### config.mk
export PLATFORM = sky130hd
export DESIGN_NAME = rsf_top
export DESIGN_NICKNAME = d
export VERILOG_FILES = /design/src/rtl/rsf_top.v /design/src/rtl/rsf_buf.v
export VERILOG_INCLUDE_DIRS = /design/src /design/src/rtl
export SDC_FILE = /design/constraint.sdc
export NUM_CORES = 1
export LEC_CHECK = 0
export BUFFER_PORTS_ARGS = -buffer_cell sky130_fd_sc_hd__buf_2
export CELL_PAD_IN_SITES_DETAIL_PLACEMENT = 0
export CELL_PAD_IN_SITES_GLOBAL_PLACEMENT = 1
export CORE_UTILIZATION = 41
export CTS_CLUSTER_DIAMETER = 80
export DETAILED_ROUTE_END_ITERATION = 8
export PLACE_DENSITY = 0.7
export SYNTH_ARGS = -nofsm -noshare
export SYNTH_HDL_FRONTEND = slang
export SYNTH_HIERARCHICAL = 1
export SYNTH_SLANG_ARGS = --single-unit
export TNS_END_PERCENT = 1
### constraint.sdc
create_clock -name clk_i -period 26.8 [get_ports clk_i]
set_input_delay 5.36 -clock clk_i [delete_from_list [all_inputs] [get_ports clk_i]]
set_output_delay 5.36 -clock clk_i [all_outputs]
set_load 0.01 [all_outputs]
### src/rtl/rsf_map.vh
// register map, reset values, ranges and timing of the resonance suppression filters
// assumes a 20 MHz clock and a classic Wishbone slave with byte address = 4 * register index
// How it works
// - third-notch frequency: 16 bits, hertz, 50..2000 accepted, resets to 1000.
// - third notch passes samples unchanged whenever its depth is zero.
// - third-notch depth: 16 bits, decibels, 0..32 accepted, resets to 0, zero disables.
// - second notch passes samples unchanged whenever its depth is zero.
// - low-pass time: 16 bits, 0.1 ms units, 0..1000, zero bypasses the low-pass.
// - auto modes 1 and 2 search and write found frequency and depth into notches.
// - mode 1 returns itself to 0 after suppression and 20 stable minutes.
// - mode 2 searches continuously and never clears itself.
// - mode changes 0-1, 0-2, 1-1, 2-1 clear both notch settings, then enable search.
// - mode changes 1-0, 2-0 keep the notch settings and stop searching.
// - mode changes 1-2, 2-2 keep settings and searching goes on uninterrupted.
// - second-notch frequency: 16 bits, hertz, 50..2000 accepted, resets to 1000.
// - second-notch depth: 16 bits, decibels, 0..32 accepted, resets to 0.
`ifndef RSF_MAP_VH
`define RSF_MAP_VH

// register indices; byte address is four times the index
`define RSF_IDX_LP_TIME   16'h0232
`define RSF_IDX_N2_FREQ   16'h0256
`define RSF_IDX_N2_DEPTH  16'h0258
`define RSF_IDX_N3_FREQ   16'h025A
`define RSF_IDX_N3_DEPTH  16'h025C
`define RSF_IDX_AUTO_MODE 16'h025E
`define RSF_IDX_STATUS    16'h0260

// reset values
`define RSF_FREQ_RST      16'h03E8
`define RSF_DEPTH_RST     16'h0000
`define RSF_LP_RST        16'h0002
`define RSF_MODE_RST      2'h0

// accepted ranges
`define RSF_FREQ_MIN      16'h0032
`define RSF_FREQ_MAX      16'h07D0
`define RSF_DEPTH_MIN     16'h0000
`define RSF_DEPTH_MAX     16'h0020
`define RSF_LP_MIN        16'h0000
`define RSF_LP_MAX        16'h03E8
`define RSF_MODE_MAX      16'h0002

// auto modes
`define RSF_MODE_OFF      2'h0
`define RSF_MODE_ONCE     2'h1
`define RSF_MODE_CONT     2'h2

// status bits
`define RSF_ST_ACTIVE     0
`define RSF_ST_DONE       1
`define RSF_ST_SLOT       2

// filter shaping
`define RSF_NOTCH_KREF    4'hB
`define RSF_LP_KMAX       4'hF
`define RSF_DEPTH_SHIFT   5

// stable time before mode 1 ends: minutes, and cycles derived at the clock rate
`define RSF_STABLE_MIN    40'h14
`define RSF_SEC_PER_MIN   40'h3C
`define RSF_CLK_HZ        40'h1312D00
`define RSF_STABLE_CYC    (`RSF_STABLE_MIN * `RSF_SEC_PER_MIN * `RSF_CLK_HZ)

`endif

### src/rtl/rsf_top.v
// resonance suppression stage: two notches and a low-pass in cascade, auto search control
// assumes a classic Wishbone master, samples synchronous to clk_i, an external resonance estimator
`timescale 1ns/100ps
`include "rsf_map.vh"
module rsf_top #(
  parameter [39:0] STABLE_CYC = `RSF_STABLE_CYC,
  parameter [15:0] LP_RST     = `RSF_LP_RST
) (
  // clock, reset, enable
  input  wire        clk_i,
  input  wire        rst_i,
  input  wire        ce_i,
  // wishbone slave
  input  wire        wb_cyc_i,
  input  wire        wb_stb_i,
  input  wire        wb_we_i,
  input  wire [31:0] wb_adr_i,
  input  wire [3:0]  wb_sel_i,
  input  wire [31:0] wb_dat_i,
  output reg  [31:0] wb_dat_o,
  output reg         wb_ack_o,
  // command samples in
  input  wire        sample_valid_i,
  input  wire [15:0] sample_i,
  output wire        sample_ready_o,
  // filtered samples out
  output wire        out_valid_o,
  output wire [15:0] out_data_o,
  input  wire        out_ready_i,
  // resonance estimator
  input  wire        est_valid_i,
  input  wire [15:0] est_freq_i,
  input  wire [15:0] est_depth_i,
  input  wire        quiet_i,
  // search state
  output reg         auto_active_o
);

  // settings
  reg [15:0] lp_time_q;
  reg [15:0] n2_freq_q;
  reg [15:0] n2_depth_q;
  reg [15:0] n3_freq_q;
  reg [15:0] n3_depth_q;
  reg [1:0]  mode_q;
  // search state
  reg        done_q;
  reg        slot_q;
  reg [39:0] stable_cnt_q;
  // filter state
  reg [15:0] s2_q;
  reg [15:0] s3_q;
  reg [15:0] lp_q;

  wire        req;
  wire        wr;
  wire        take;
  wire [15:0] cur;
  wire [15:0] wv;
  reg  [15:0] n2_out;
  reg  [15:0] n3_out;
  reg  [15:0] lp_out;
  reg  [15:0] est_dep_c;

  function [15:0] lane_merge;
    input [15:0] old;
    input [31:0] d;
    input [3:0]  s;
    begin
      lane_merge = {(s[1] ? d[15:8] : old[15:8]), (s[0] ? d[7:0] : old[7:0])};
    end
  endfunction

  function in_rng;
    input [15:0] v;
    input [15:0] lo;
    input [15:0] hi;
    begin
      in_rng = (v >= lo) && (v <= hi);
    end
  endfunction

  function is_adr;
    input [31:0] a;
    input [15:0] idx;
    begin
      is_adr = (a == {14'h0, idx, 2'h0});
    end
  endfunction

  function [3:0] msb_pos;
    input [15:0] v;
    integer i;
    begin
      msb_pos = 4'h0;
      for (i = 0; i < 16; i = i + 1) begin
        if (v[i])
          msb_pos = i[3:0];
      end
    end
  endfunction

  // one-pole section: s moves toward x by (x - s) / 2^k
  function [15:0] lp_step;
    input [15:0] s;
    input [15:0] x;
    input [3:0]  k;
    reg signed [16:0] diff;
    reg signed [16:0] sh;
    begin
      diff    = $signed({x[15], x}) - $signed({s[15], s});
      sh      = diff >>> k;
      lp_step = s + sh[15:0];
    end
  endfunction

  // notch: remove depth/32 of the part of x above the tracked corner
  function [15:0] notch_out;
    input [15:0] x;
    input [15:0] s;
    input [15:0] dep;
    reg signed [16:0] hp;
    reg signed [23:0] prod;
    begin
      hp        = $signed({x[15], x}) - $signed({s[15], s});
      prod      = hp * $signed({1'b0, dep[5:0]});
      notch_out = x - prod[`RSF_DEPTH_SHIFT+15:`RSF_DEPTH_SHIFT];
    end
  endfunction

  function [3:0] notch_k;
    input [15:0] f;
    begin
      notch_k = `RSF_NOTCH_KREF - msb_pos(f);
    end
  endfunction

  // longer time constant, slower section; large settings saturate the shift
  function [3:0] lp_k;
    input [15:0] t;
    begin
      if (msb_pos(t) >= (`RSF_LP_KMAX - 4'h1))
        lp_k = `RSF_LP_KMAX;
      else
        lp_k = msb_pos(t) + 4'h1;
    end
  endfunction

  // ack comes one cycle after the request; a write lands on the edge that ends the ack cycle
  assign req  = wb_cyc_i & wb_stb_i;
  assign wr   = req & wb_we_i & wb_ack_o;
  assign take = sample_valid_i & sample_ready_o;

  assign cur = is_adr(wb_adr_i, `RSF_IDX_LP_TIME)   ? lp_time_q :
               is_adr(wb_adr_i, `RSF_IDX_N2_FREQ)   ? n2_freq_q :
               is_adr(wb_adr_i, `RSF_IDX_N2_DEPTH)  ? n2_depth_q :
               is_adr(wb_adr_i, `RSF_IDX_N3_FREQ)   ? n3_freq_q :
               is_adr(wb_adr_i, `RSF_IDX_N3_DEPTH)  ? n3_depth_q :
               is_adr(wb_adr_i, `RSF_IDX_AUTO_MODE) ? {14'h0, mode_q} : 16'h0000;
  assign wv  = lane_merge(cur, wb_dat_i, wb_sel_i);

  always @(posedge clk_i) begin
    if (rst_i) begin
      wb_ack_o <= 1'b0;
      wb_dat_o <= 32'h00000000;
    end else if (ce_i) begin
      wb_ack_o <= req & ~wb_ack_o;
      if (req & ~wb_ack_o) begin
        if (is_adr(wb_adr_i, `RSF_IDX_STATUS))
          wb_dat_o <= {29'h0, slot_q, done_q, auto_active_o};
        else
          wb_dat_o <= {16'h0000, cur};
      end
    end
  end

  // filter cascade on the incoming sample
  always @* begin
    if (n2_depth_q == `RSF_DEPTH_MIN)
      n2_out = sample_i;
    else
      n2_out = notch_out(sample_i, s2_q, n2_depth_q);
    if (n3_depth_q == `RSF_DEPTH_MIN)
      n3_out = n2_out;
    else
      n3_out = notch_out(n2_out, s3_q, n3_depth_q);
    if (lp_time_q == `RSF_LP_MIN)
      lp_out = n3_out;
    else
      lp_out = lp_step(lp_q, n3_out, lp_k(lp_time_q));
  end

  always @(posedge clk_i) begin
    if (rst_i) begin
      s2_q <= 16'h0000;
      s3_q <= 16'h0000;
      lp_q <= 16'h0000;
    end else if (ce_i && take) begin
      s2_q <= lp_step(s2_q, sample_i, notch_k(n2_freq_q));
      s3_q <= lp_step(s3_q, n2_out, notch_k(n3_freq_q));
      lp_q <= lp_out;
    end
  end

  always @* begin
    if (est_depth_i > `RSF_DEPTH_MAX)
      est_dep_c = `RSF_DEPTH_MAX;
    else
      est_dep_c = est_depth_i;
  end

  // settings and auto search; a software write wins over the search in the same cycle
  always @(posedge clk_i) begin
    if (rst_i) begin
      lp_time_q     <= LP_RST;
      n2_freq_q     <= `RSF_FREQ_RST;
      n2_depth_q    <= `RSF_DEPTH_RST;
      n3_freq_q     <= `RSF_FREQ_RST;
      n3_depth_q    <= `RSF_DEPTH_RST;
      mode_q        <= `RSF_MODE_RST;
      done_q        <= 1'b0;
      slot_q        <= 1'b0;
      stable_cnt_q  <= 40'h0000000000;
      auto_active_o <= 1'b0;
    end else if (ce_i) begin
      auto_active_o <= (mode_q != `RSF_MODE_OFF);
      if (wr && is_adr(wb_adr_i, `RSF_IDX_AUTO_MODE)) begin
        if (in_rng(wv, `RSF_DEPTH_MIN, `RSF_MODE_MAX)) begin
          mode_q <= wv[1:0];
          if (wv[1:0] == `RSF_MODE_ONCE ||
              (wv[1:0] == `RSF_MODE_CONT && mode_q == `RSF_MODE_OFF)) begin
            n2_freq_q    <= `RSF_FREQ_RST;
            n2_depth_q   <= `RSF_DEPTH_RST;
            n3_freq_q    <= `RSF_FREQ_RST;
            n3_depth_q   <= `RSF_DEPTH_RST;
            done_q       <= 1'b0;
            slot_q       <= 1'b0;
            stable_cnt_q <= 40'h0000000000;
          end
          // going to 0 keeps settings 1 or 2 to 2 keeps everything running
        end
      end else if (wr) begin
        if (is_adr(wb_adr_i, `RSF_IDX_LP_TIME) && in_rng(wv, `RSF_LP_MIN, `RSF_LP_MAX))
          lp_time_q <= wv;
        else if (is_adr(wb_adr_i, `RSF_IDX_N2_FREQ) && in_rng(wv, `RSF_FREQ_MIN, `RSF_FREQ_MAX))
          n2_freq_q <= wv;
        else if (is_adr(wb_adr_i, `RSF_IDX_N2_DEPTH) && in_rng(wv, `RSF_DEPTH_MIN, `RSF_DEPTH_MAX))
          n2_depth_q <= wv;
        else if (is_adr(wb_adr_i, `RSF_IDX_N3_FREQ) && in_rng(wv, `RSF_FREQ_MIN, `RSF_FREQ_MAX))
          n3_freq_q <= wv;
        else if (is_adr(wb_adr_i, `RSF_IDX_N3_DEPTH) && in_rng(wv, `RSF_DEPTH_MIN, `RSF_DEPTH_MAX))
          n3_depth_q <= wv;
      end else if (mode_q != `RSF_MODE_OFF) begin
        // estimates fill the two notches in turn
        if (est_valid_i && in_rng(est_freq_i, `RSF_FREQ_MIN, `RSF_FREQ_MAX)) begin
          if (!slot_q) begin
            n2_freq_q  <= est_freq_i;
            n2_depth_q <= est_dep_c;
          end else begin
            n3_freq_q  <= est_freq_i;
            n3_depth_q <= est_dep_c;
          end
          slot_q       <= ~slot_q;
          done_q       <= 1'b1;
          stable_cnt_q <= 40'h0000000000;
        end else if (mode_q == `RSF_MODE_ONCE && done_q) begin
          if (!quiet_i)
            stable_cnt_q <= 40'h0000000000;
          else if (stable_cnt_q >= STABLE_CYC - 40'h0000000001) begin
            mode_q       <= `RSF_MODE_OFF;
            stable_cnt_q <= 40'h0000000000;
          end else
            stable_cnt_q <= stable_cnt_q + 40'h0000000001;
        end
        // mode 2 has no exit of its own and keeps taking estimates
      end
    end
  end

  rsf_buf #(
    .W (16)
  ) u_buf (
    .clk_i       (clk_i),
    .rst_i       (rst_i),
    .ce_i        (ce_i),
    .in_valid_i  (sample_valid_i),
    .in_data_i   (lp_out),
    .in_ready_o  (sample_ready_o),
    .out_valid_o (out_valid_o),
    .out_data_o  (out_data_o),
    .out_ready_i (out_ready_i)
  );

endmodule // rsf_top

### src/rtl/rsf_buf.v
// two-entry skid buffer between the filter result and the receiver
// assumes one clock; head entry is the registered output
`timescale 1ns/100ps
module rsf_buf #(
  parameter W = 16
) (
  // clock, reset, enable
  input  wire         clk_i,
  input  wire         rst_i,
  input  wire         ce_i,
  // filling side
  input  wire         in_valid_i,
  input  wire [W-1:0] in_data_i,
  output reg          in_ready_o,
  // draining side
  output reg          out_valid_o,
  output reg  [W-1:0] out_data_o,
  input  wire         out_ready_i
);

  reg         spare_v_q;
  reg [W-1:0] spare_q;
  wire        push;
  wire        pop;

  // ready is a flop kept as the inverse of the spare flag: no path from out_ready_i reaches the sender
  assign push       = in_valid_i & in_ready_o;
  assign pop        = out_valid_o & out_ready_i;

  always @(posedge clk_i) begin
    if (rst_i) begin
      spare_v_q   <= 1'b0;
      in_ready_o  <= 1'b1;
      spare_q     <= {W{1'b0}};
      out_valid_o <= 1'b0;
      out_data_o  <= {W{1'b0}};
    end else if (ce_i) begin
      if (spare_v_q) begin
        if (pop) begin
          out_data_o <= spare_q;
          spare_v_q  <= 1'b0;
          in_ready_o <= 1'b1;
        end
      end else if (!out_valid_o || pop) begin
        out_data_o  <= in_data_i;
        out_valid_o <= push;
      end else if (push) begin
        spare_q   <= in_data_i;
        spare_v_q <= 1'b1;
        in_ready_o <= 1'b0;
      end
    end
  end

endmodule // rsf_buf

Yosys cells after proc, flatten, opt, wreduce, memory -nomap -nowiden --
Index checks and enable logic that the tools add are counted.
Operators by class: $add $sub $neg 12, $mul 2, magnitude comparators 11, equal/unequal tests 25, shifts and indexed selects 3, muxes and demuxes 143, bitwise operators 11, reductions and logical operators 47
Operator list (count):
- 2-to-1 mux 16 bit | 51
- 2-to-1 mux 40 bit | 9
- equality test 32 x 12 -> 1 bit (second input constant) | 7
- 2-to-1 mux 4 bit | 51
- >>> shifter 17 x 4 -> 16 bit | 3
- subtractor 16 x 16 -> 17 bit | 3
- adder 16 bit | 3
- zero test 16 bit | 3
- multiplier 17 x 7 -> 21 bit | 2
- adder 40 x 1 -> 40 bit (second input constant) | 1
- >= comparator 40 x 35 -> 1 bit (second input constant) | 1
- >= comparator 16 x 6 -> 1 bit (second input constant) | 2
- <= comparator 16 x 11 -> 1 bit (second input constant) | 2
- subtractor 16 bit | 2
- 2-to-1 mux 1 bit | 21
- 2-to-1 mux 2 bit | 9
- >= comparator 16 x 1 -> 1 bit (second input constant) | 1
- > comparator 16 x 6 -> 1 bit (second input constant) | 1
- <= comparator 16 x 10 -> 1 bit (second input constant) | 1
- <= comparator 16 x 2 -> 1 bit (second input constant) | 1
- <= comparator 16 x 6 -> 1 bit (second input constant) | 1
- 2-to-1 mux 8 bit | 2
- AND reduction 8 bit | 2
- nonzero test 2 bit | 8
- other kinds (23) | 67
Word-level totals: flip-flop bits (word level) 241, input port bits 126, output and inout bits 52, logic and storage cells 274

Logic depth before layout (Yosys ltp) --
Gate-level depths: netlist (run 1).
depth after elaboration 27, gate-level depth with buffers 87, depth with buffers taken out 87

Cells and area by module --
Netlist (run 1), hierarchy kept.
Modules (own cells, without submodules):
- rsf_top | instances 1, cells each 3081, area each 23776.6 sq um, seq. area each 3803.6 sq um
- rsf_buf | instances 1, cells each 174, area each 1641.6 sq um, seq. area each 700.7 sq um

Worst setup path before layout (run 1) --
Ideal clock, no wire load.
kind input port to flip-flop, start point input port sample_i[0], end point register u_buf.out_data_o[15], setup time 119 ps, data arrival time 22869 ps, required time 26681 ps, path slack 3812 ps, stages 82, buffers on the path 0, path through inv_1 ha_1 fa_1 nor2b_1 o21a_1 nor2_1 xnor2_1 and2_1 fa_1 ha_1 inv_1 fa_1 fa_1 inv_1 ha_1 nand4b_1 nor2_1 a2111o_1 [... 46 more ...] mux2_2 a21oi_1 ha_1 a21o_1 a21oi_1 o21bai_1 a21oi_1 o21bai_1 a211oi_1 o31ai_1 a31o_2 or4_1 nand2_1 xnor2_1 mux2i_1 mux2_2 nand2_1 mux2i_1
On the way: word-level cells in the longest chain between the ends 14
Ends and longest elaborated chain:
- start: declaration | line rsf_top.v:24 | input wire [15:0] sample_i,
- subtractor 16 x 16 -> 17 bit | line rsf_top.v:125 | hp = $signed({x[15], x}) - $signed({s[15], s});
- multiplier 17 x 7 -> 21 bit | line rsf_top.v:126 | prod = hp * $signed({1'b0, dep[5:0]});
- subtractor 16 bit | line rsf_top.v:127 | notch_out = x - prod[`RSF_DEPTH_SHIFT+15:`RSF_DEPTH_SHIFT];
- 2-to-1 mux 16 bit (*) | line rsf_top.v:179 | if (n2_depth_q == `RSF_DEPTH_MIN)
- subtractor 16 x 16 -> 17 bit | line rsf_top.v:125
- multiplier 17 x 7 -> 21 bit | line rsf_top.v:126
- subtractor 16 bit | line rsf_top.v:127
- 2-to-1 mux 16 bit (*) | line rsf_top.v:183 | if (n3_depth_q == `RSF_DEPTH_MIN)
- subtractor 16 x 16 -> 17 bit | line rsf_top.v:111 | diff = $signed({x[15], x}) - $signed({s[15], s});
- >>> shifter 17 x 4 -> 16 bit | line rsf_top.v:112 | sh = diff >>> k;
- adder 16 bit | line rsf_top.v:113 | lp_step = s + sh[15:0];
- 2-to-1 mux 16 bit (*) | line rsf_top.v:187 | if (lp_time_q == `RSF_LP_MIN)
- named net lp_out[15] | line rsf_top.v:62 | reg [15:0] lp_out;
- 2-to-1 mux 16 bit (*) | line rsf_buf.v:44 | end else if (!out_valid_o || pop) begin
- 2-to-1 mux 16 bit (*) | line rsf_buf.v:38 | if (spare_v_q) begin
- end signal: assignment | line rsf_buf.v:36 | out_data_o <= {W{1'b0}};
- end signal: assignment | line rsf_buf.v:40 | out_data_o <= spare_q;
- end signal: assignment | line rsf_buf.v:45 | out_data_o <= in_data_i;
- end: declaration | line rsf_buf.v:17 | output reg [W-1:0] out_data_o,
The timed path passes the listed nets; every way through them passes the cells marked *. The select of a mux whose other input is x is not followed. A chain may end at the register's enable or synchronous reset.

Final worst setup path (run 1) --
Ends and elaborated chain as after synthesis.

==> results of run 1 <==
==> critical path, delay by kind of cell <==
family	cells	cell delay, ps
compound gates	29	7050
xor+xnor	8	1870
fa+ha+maj	17	6610
buf+inv	8	670
mux	4	1000
simple gates	22	3070
==> report_power, final <==
| part | switching, W | internal [W] | leakage, nW | total, W |
|---|---|---|---|---|
| clock network | 0.000164 | 0.000226 | 0.453 | 0.000390 |
| logic | 0.000418 | 0.000281 | 10.2 | 0.000698 |
| registers | 0.0000172 | 0.000356 | 1.82 | 0.000373 |
==> synth_stat cells (all sizes together) (29+ instances only) <==
master  number  share of area, %
dfxtp      225                18
inv        286               4.2
and3        40              0.98
buf         48               1.4
nand3       63               1.3
mux2        49               2.2
o21ai      146               2.9
mux2i      127               5.0
nor2b       45               1.1
a21oi      242               4.8
ha         205                10
nor4        32              0.91
nor2       259               3.8
a31oi       29              0.71
nand2      367               5.5
fa         132                10
a21o        35               1.0
clkbuf     103               1.5
xnor2      109               3.8
and2       158               3.9
nor3        81               1.6
a211oi      38               1.1
xor2        50               1.7
==> through the flow <==
stage                     hold slack (ps)  instances  util (%)
after global routing                  463       4154      45.8
final                                 453       4154      45.8
after global placement                436       4105      44.3
after detailed placement              444       4105      44.3
after floorplan                       425       3270         -
after CTS                             455       4154      45.8
==> cell families (layout without fill, tap and decap cells) <==
logic type | Yosys count | count (layout)
AO/OA/AOI/OAI | 720 | 720
XOR/XNOR | 162 | 162
adder cells (fa/ha/maj) | 337 | 337
buffers and inverters | 439 | 541
flip-flops | 225 | 225
multiplexers | 180 | 180
other | 1 | 16
AND/OR/NAND/NOR | 1191 | 1191
==> area by class of cell <==
| type | count | share of cell area [%] |
|---|---|---|
| Clock buffer | 39 | 2.84 |
| Multi-Input combinational cell | 2606 | 68.9 |
| Sequential cell | 225 | 16.2 |
| Inverter | 288 | 3.88 |
| Timing Repair Buffer | 204 | 4.22 |
| Tap cell | 782 | 3.51 |
| Clock inverter | 10 | 0.498 |
==> what timing repair did <==
action | 4_1_cts | 5_1_grt
gates resized for setup | 0 | 2
hold buffers | 0 | 0
endpoints found under the setup margin | 0 | 1
==> layout by cell type, fill, tap and decap left out, types with 62 or more instances in the layout <==
master,Yosys,layout
nand2_1,364,364
inv_1,285,285
nor2_1,259,258
a21oi_1,241,240
dfxtp_1,225,225
ha_1,205,205
and2_1,156,156
buf_2,11,142
o21ai_0,135,133
fa_1,132,132
mux2i_1,127,127
xnor2_1,109,109
nor3_1,81,80
buf_4,21,62
==> routing by layer <==
layer / global-route usage, % / vias up / part of all wire [%]
li1: - / 11400 / -
met1: 37.8 / 11300 / 50
met2: 39.2 / 628 / 43
met3: 2.47 / 92 / 5.1
met4: 5.35 / 0 / 2.1
met5: 0 / - / 0
==> worst max-delay path by stage <==
stage / to / slack [ps] / cells after the start
2_1_floorplan: u_buf/out_data_o[15]$_SDFFE_PP0P_ / 3810 / 82
3_3_place_gp: u_buf/out_data_o[15]$_SDFFE_PP0P_ / 1180 / 84
3_5_place_dp: u_buf/out_data_o[15]$_SDFFE_PP0P_ / 960 / 84
4_1_cts: u_buf/out_data_o[15]$_SDFFE_PP0P_ / 1460 / 86
5_1_grt: u_buf/out_data_o[15]$_SDFFE_PP0P_ / 30 / 87
6_report: u_buf/out_data_o[15]$_SDFFE_PP0P_ / 1640 / 88
==> flow_metrics.py, run 1 <==
metrics = {
    "yosys": {
        "synthCells": 3255,
        "muxShareOfSynthArea_pct": 7.53,
        "async_flop_share_pct": 0,
        "synth_simple_gate_area_share_pct": 23.2,
        "yosys_warnings": 6,
        "seq_area_frac_synth_pct": 17.7,
        "synth_top_family_by_area": "simple AND/OR/NAND/NOR gates",
        "netlist_area_um2": 25400,
        "synth-xor-area-share_pct": 5.74,
        "synth-compound-area-share_pct": 18.1,
        "synth_edf_count": 0,
        "ys_types": 96,
        "syn_avg_cell_area_um2": 7.81,
        "synth_fa_ha_area_share_pct": 20.5,
        "ys_ff_latch": 225,
        "synth-main-ff-cell": "dfxtp_1",
    },
    "worst_setup_path": {
        "rrSetupSlack_ps": 6140,
        "worstPathMaxFanout": 8,
        "critical_path.max_stage_delay_ps": 650,
        "cp_slowest_cell": "o311ai_0",
        "critPathKind": "input port to flip-flop",
        "critical_path_arrival_ps": 25690,
        "startpoint_type": "input port",
        "r2r_start": "s2_q[1]$_SDFFE_PP0P_",
        "end_kind": "flip-flop",
        "crit_top_cell": "ha_1",
        "required_ps": 27330,
        "rr_endpoint": "u_buf/out_data_o[15]$_SDFFE_PP0P_",
        "startpoint": "sample_i[0]",
        "worst_r2r_path_depth": 86,
    },
    "timing": {
        "clock_skew_ps": 27.0,
        "tightest_slew_ps": 1090,
        "maxSlewHeadroom_pct": 27.3,
        "setup_tns_ps": 0,
        "post-route-period-util_pct": 93.9,
        "finalMaxSlewViolations": 0,
        "final.min_clock_period_ps": 25160,
        "rsz0062_at_grt": "false",
        "hold_viol_final": 0,
        "setup_viol": 0,
        "setup_ws_ps": 1640,
        "fmax_ghz": 0.0397,
    },
    "clock_network": {
        "numCtsBuffers": 28,
        "clock-sinks": 225,
        "clock_latency_ps": 600,
        "root_buffer": "clkbuf_16",
        "h-tree-depth": 1,
        "clkTransAtPathRegs_ps": 60,
        "cts_tree": "yes",
        "clockBufferDepth": 3,
        "post_cts_buffers": 0,
    },
    "min_path": {
        "min_delay_path_depth": 2,
        "holdPathEnd": "n3_freq_q[0]$_SDFFE_PP0P_",
        "min-delay-start": "n3_freq_q[0]$_SDFFE_PP0P_",
        "hold_class": "flip-flop to flip-flop",
    },
    "global_routing": {
        "grt_max_degree": 75,
        "overflow": 0,
        "antenna_found_initial": 0,
        "grt_first_pass_wirelength_um": 128000,
        "grtUsageTotal_pct": 25.3,
        "grt_pass1_vias": 22700,
    },
    "placement": {
        "place_area_um2": 26900,
        "gp_congestion": 0.919,
        "dp_slack_ps": 955,
        "port_buffers": 143,
        "dpl.hpwl_um": 63200,
    },
    "cells_and_area": {
        "fin_area_um2": 27900,
        "final_nets": 3816,
        "multi_input_area_um2": 19200,
        "layout-drive-gt1-share_pct": 10.7,
        "synthToLayoutAreaGrowth_pct": 9.67,
        "regMostFlops": "stable_cnt_q",
        "n_fill_cell": 6171,
        "largest_register_ffs": 40,
        "seq_area_um2": 4500,
        "num_antenna_cells": 0,
    },
    "floorplan": {
        "coreArea_um2": 60800,
        "die-area_um2": 63000,
        "initial_utilization_pct": 41.8,
        "pin_count": 178,
        "fp.dieH_um": 251,
        "die_width_um": 251,
        "num_rows": 90,
    },
    "power_and_ir_drop": {
        "worst_ir_drop_vdd_uv": 45.0,
        "p_per_area_nw_per_um2": 52.4,
        "fin_total_pwr_w": 0.00146,
        "p_leak_nw": 12.4,
    },
    "drt": {
        "num_vias": 23500,
        "drc": 0,
        "drtIter0Drc": 1772,
        "drt_wl_total_um": 80300,
        "vias_per_cell": 5.66,
        "ant_nets": 0,
        "post_drt_wl_per_cell_um": 19.3,
        "dr.pass1.iters": 5,
    },
    "run": {
        "cap_viol_max_count": 0,
    },
    "run_status": {
        "status": "finished clean",
    },
}
No activity file was read; power rests on OpenSTA's default activity.
==> run 2: changes to the inputs <==
--- a/config.mk
+++ b/config.mk
@@ -9,10 +9,12 @@
 export BUFFER_PORTS_ARGS = -buffer_cell sky130_fd_sc_hd__buf_2
 export CELL_PAD_IN_SITES_DETAIL_PLACEMENT = 0
 export CELL_PAD_IN_SITES_GLOBAL_PLACEMENT = 1
+export CORE_ASPECT_RATIO = 0.5
 export CORE_UTILIZATION = 41
 export CTS_CLUSTER_DIAMETER = 80
 export DETAILED_ROUTE_END_ITERATION = 8
 export PLACE_DENSITY = 0.7
+export RECOVER_POWER = 100
 export SYNTH_ARGS = -nofsm -noshare
 export SYNTH_HDL_FRONTEND = slang
 export SYNTH_HIERARCHICAL = 1
==> run 2 against run 1 <==
Against the previous run: the run now ends with max-capacitance violations, max-slew violations left; die area about the same; count of clock-buffer cells in the layout decreased by 1; sequential cell count unchanged; global-route usage increased by 0.20 points.
==> flow_metrics.py, run 2 (synthesis results as in run 1) <==
metrics = {
    "timing": {
        "post-route-period-util_pct": 95.1,
        "clock_skew_ps": 14.7,
        "setup_viol": 0,
        "hold_viol_final": 0,
        "setup_tns_ps": 0,
        "maxSlewHeadroom_pct": -147,
        "fmax_ghz": 0.0393,
        "finalMaxSlewViolations": 258,
        "final.min_clock_period_ps": 25470,
        "rsz0062_at_grt": "false",
        "tightest_slew_ps": 3700,
    },
    "floorplan": {
        "initial_utilization_pct": 41.5,
        "pin_count": 178,
        "die_width_um": 354,
        "num_rows": 64,
        "die-area_um2": 63100,
        "coreArea_um2": 61200,
        "fp.dieH_um": 178,
    },
    "global_routing": {
        "overflow": 0,
        "grt_pass1_vias": 22500,
        "antenna_found_initial": 0,
        "grt_first_pass_wirelength_um": 127000,
        "grtUsageTotal_pct": 25.5,
        "grt_max_degree": 67,
    },
    "drt": {
        "drtIter0Drc": 1675,
        "post_drt_wl_per_cell_um": 19.2,
        "drt_wl_total_um": 80700,
        "drc": 0,
        "vias_per_cell": 5.52,
        "dr.pass1.iters": 5,
        "num_vias": 23200,
        "ant_nets": 0,
    },
    "min_path": {
        "hold_class": "flip-flop to flip-flop",
        "min_delay_path_depth": 2,
        "min-delay-start": "wb_dat_o[9]$_SDFFE_PP0P_",
    },
    "power_and_ir_drop": {
        "p_per_area_nw_per_um2": 53.6,
        "internal_power_w": 0.000877,
        "p_comb_share_pct": 48.2,
        "p_leak_nw": 12.3,
        "power.switching_w": 0.000618,
        "fin_total_pwr_w": 0.00149,
        "seqPwrFrac_pct": 25.0,
        "worst_ir_drop_vdd_uv": 44.7,
        "clkPwrFrac_pct": 26.8,
        "sw_frac_of_total_pct": 41.3,
    },
    "run_status": {
        "status": "complete, but fails checks",
        "violations": "max-capacitance violations, max-slew violations",
    },
    "worst_setup_path": {
        "r2r_start": "s2_q[1]$_SDFFE_PP0P_",
        "crit_end": "u_buf/out_data_o[15]$_SDFFE_PP0P_",
        "worst_r2r_path_depth": 84,
        "cp_slowest_cell": "o21ai_0",
        "startpoint_type": "input port",
        "required_ps": 27300,
        "rr_endpoint": "u_buf/out_data_o[15]$_SDFFE_PP0P_",
        "critPathKind": "input port to flip-flop",
        "critical_path_arrival_ps": 25980,
        "worstPathMaxFanout": 7,
        "crit_top_cell": "ha_1",
        "startpoint": "sample_i[0]",
        "rrSetupSlack_ps": 5830,
        "end_kind": "flip-flop",
        "critical_path.max_stage_delay_ps": 620,
    },
    "clock_network": {
        "root_buffer": "clkbuf_16",
        "clock-sinks": 225,
        "clock_latency_ps": 570,
        "clkTransAtPathRegs_ps": 60,
        "post_cts_buffers": 0,
        "clockBufferDepth": 3,
        "numCtsBuffers": 27,
        "ctsHoldBuffers": 0,
        "cts_tree": "yes",
        "h-tree-depth": 1,
    },
    "placement": {
        "place_area_um2": 27000,
        "gp_congestion": 0.972,
        "port_buffers": 143,
        "dpl.hpwl_um": 62600,
    },
    "cells_and_area": {
        "largest_register_ffs": 40,
        "final_nets": 3822,
        "n_fill_cell": 6240,
        "final_core_util_pct": 45.6,
        "regMostFlops": "stable_cnt_q",
        "fin_area_um2": 27900,
        "multi_input_area_um2": 19100,
        "seq_area_um2": 4500,
        "synthToLayoutAreaGrowth_pct": 9.66,
        "layout_commonest_cell": "nand2_1",
        "most-common-layout-cells": "nand2_1 (364), inv_1 (285), nor2_1 (258), a21oi_1 (242), dfxtp_1 (225)",
        "layout-drive-gt1-share_pct": 9.29,
    },
    "run": {
        "cap_viol_max_count": 6,
    },
}
run 2: cell types whose count changed in the layout (fill, tap and decap cells not counted), moves of 2 or more:
cell,delta
clkbuf_1,+43
buf_2,-37
and2_0,+10
and2_1,-9
mux2_1,+5
mux2_2,-5
clkbuf_8,+3
o21ai_0,+3
a21oi_1,+2
buf_4,-2
o21ai_1,-2
run 2: per-stage QoR:
step                worst slack, ps  instances  hold WS (ps)
floorplan                      3810       3270           425
global placement               1020       4155           438
detailed placement              957       4155           441
CTS                            1450       4204           450
global route                   63.4       4204           469
finish                         1330       4205           451
run 2: worst min-delay path by stage:
stage	end	slack, ps
floorplan	n3_freq_q[0]$_SDFFE_PP0P_	430
global placement	u_buf/spare_q[1]$_SDFFE_PP0P_	440
detailed placement	wb_dat_o[9]$_SDFFE_PP0P_	440
CTS	wb_dat_o[9]$_SDFFE_PP0P_	450
global route	wb_dat_o[8]$_SDFFE_PP0P_	470
finish	wb_dat_o[9]$_SDFFE_PP0P_	450
run 2: final cells by class:
class / count / share of cell area (%)
inverter: 288 / 3.88
tap: 825 / 3.70
clock inverter: 11 / 0.575
antenna: 1 / 0.00898
clock buffer: 38 / 2.86
multi-input combinational: 2606 / 68.7
sequential: 225 / 16.2
timing repair buffer: 211 / 4.12
run 2: power by group through the flow:
stage | registers [W] | clock network [W] | logic (W)
5_1_grt | 0.000376 | 0.000424 | 0.000795
4_1_cts | 0.000373 | 0.000412 | 0.000718
6_report | 0.000373 | 0.000400 | 0.000721
3_5_place_dp | 0.000380 | 0 | 0.000713
2_1_floorplan | 0.000379 | 0 | 0.000489
3_3_place_gp | 0.000380 | 0 | 0.000709
run 2: metal layers:
layer | up-vias | routed length [um] | GRT usage (%) | part of all wire, %
li1 | 11500 | - | - | -
met1 | 11100 | 39300 | 36.4 | 49
met2 | 546 | 35100 | 40.6 | 43
met3 | 91 | 4500 | 3.38 | 5.6
met4 | 0 | 1860 | 6.25 | 2.3
met5 | - | 0 | 0 | 0
run 2: what timing repair did:
item / CTS / global route
endpoints found under the hold margin: 0 / 0
gates resized for setup: 0 / 1
endpoints found under the setup margin: 0 / 1
run 2: critical path: cells and delay by family:
kind            cells  cell delay [ps]
xor+xnor            8             1710
buf+inv             8              660
mux                 4             1010
compound gates     32             7710
simple gates       16             2540
fa+ha+maj          17             6960
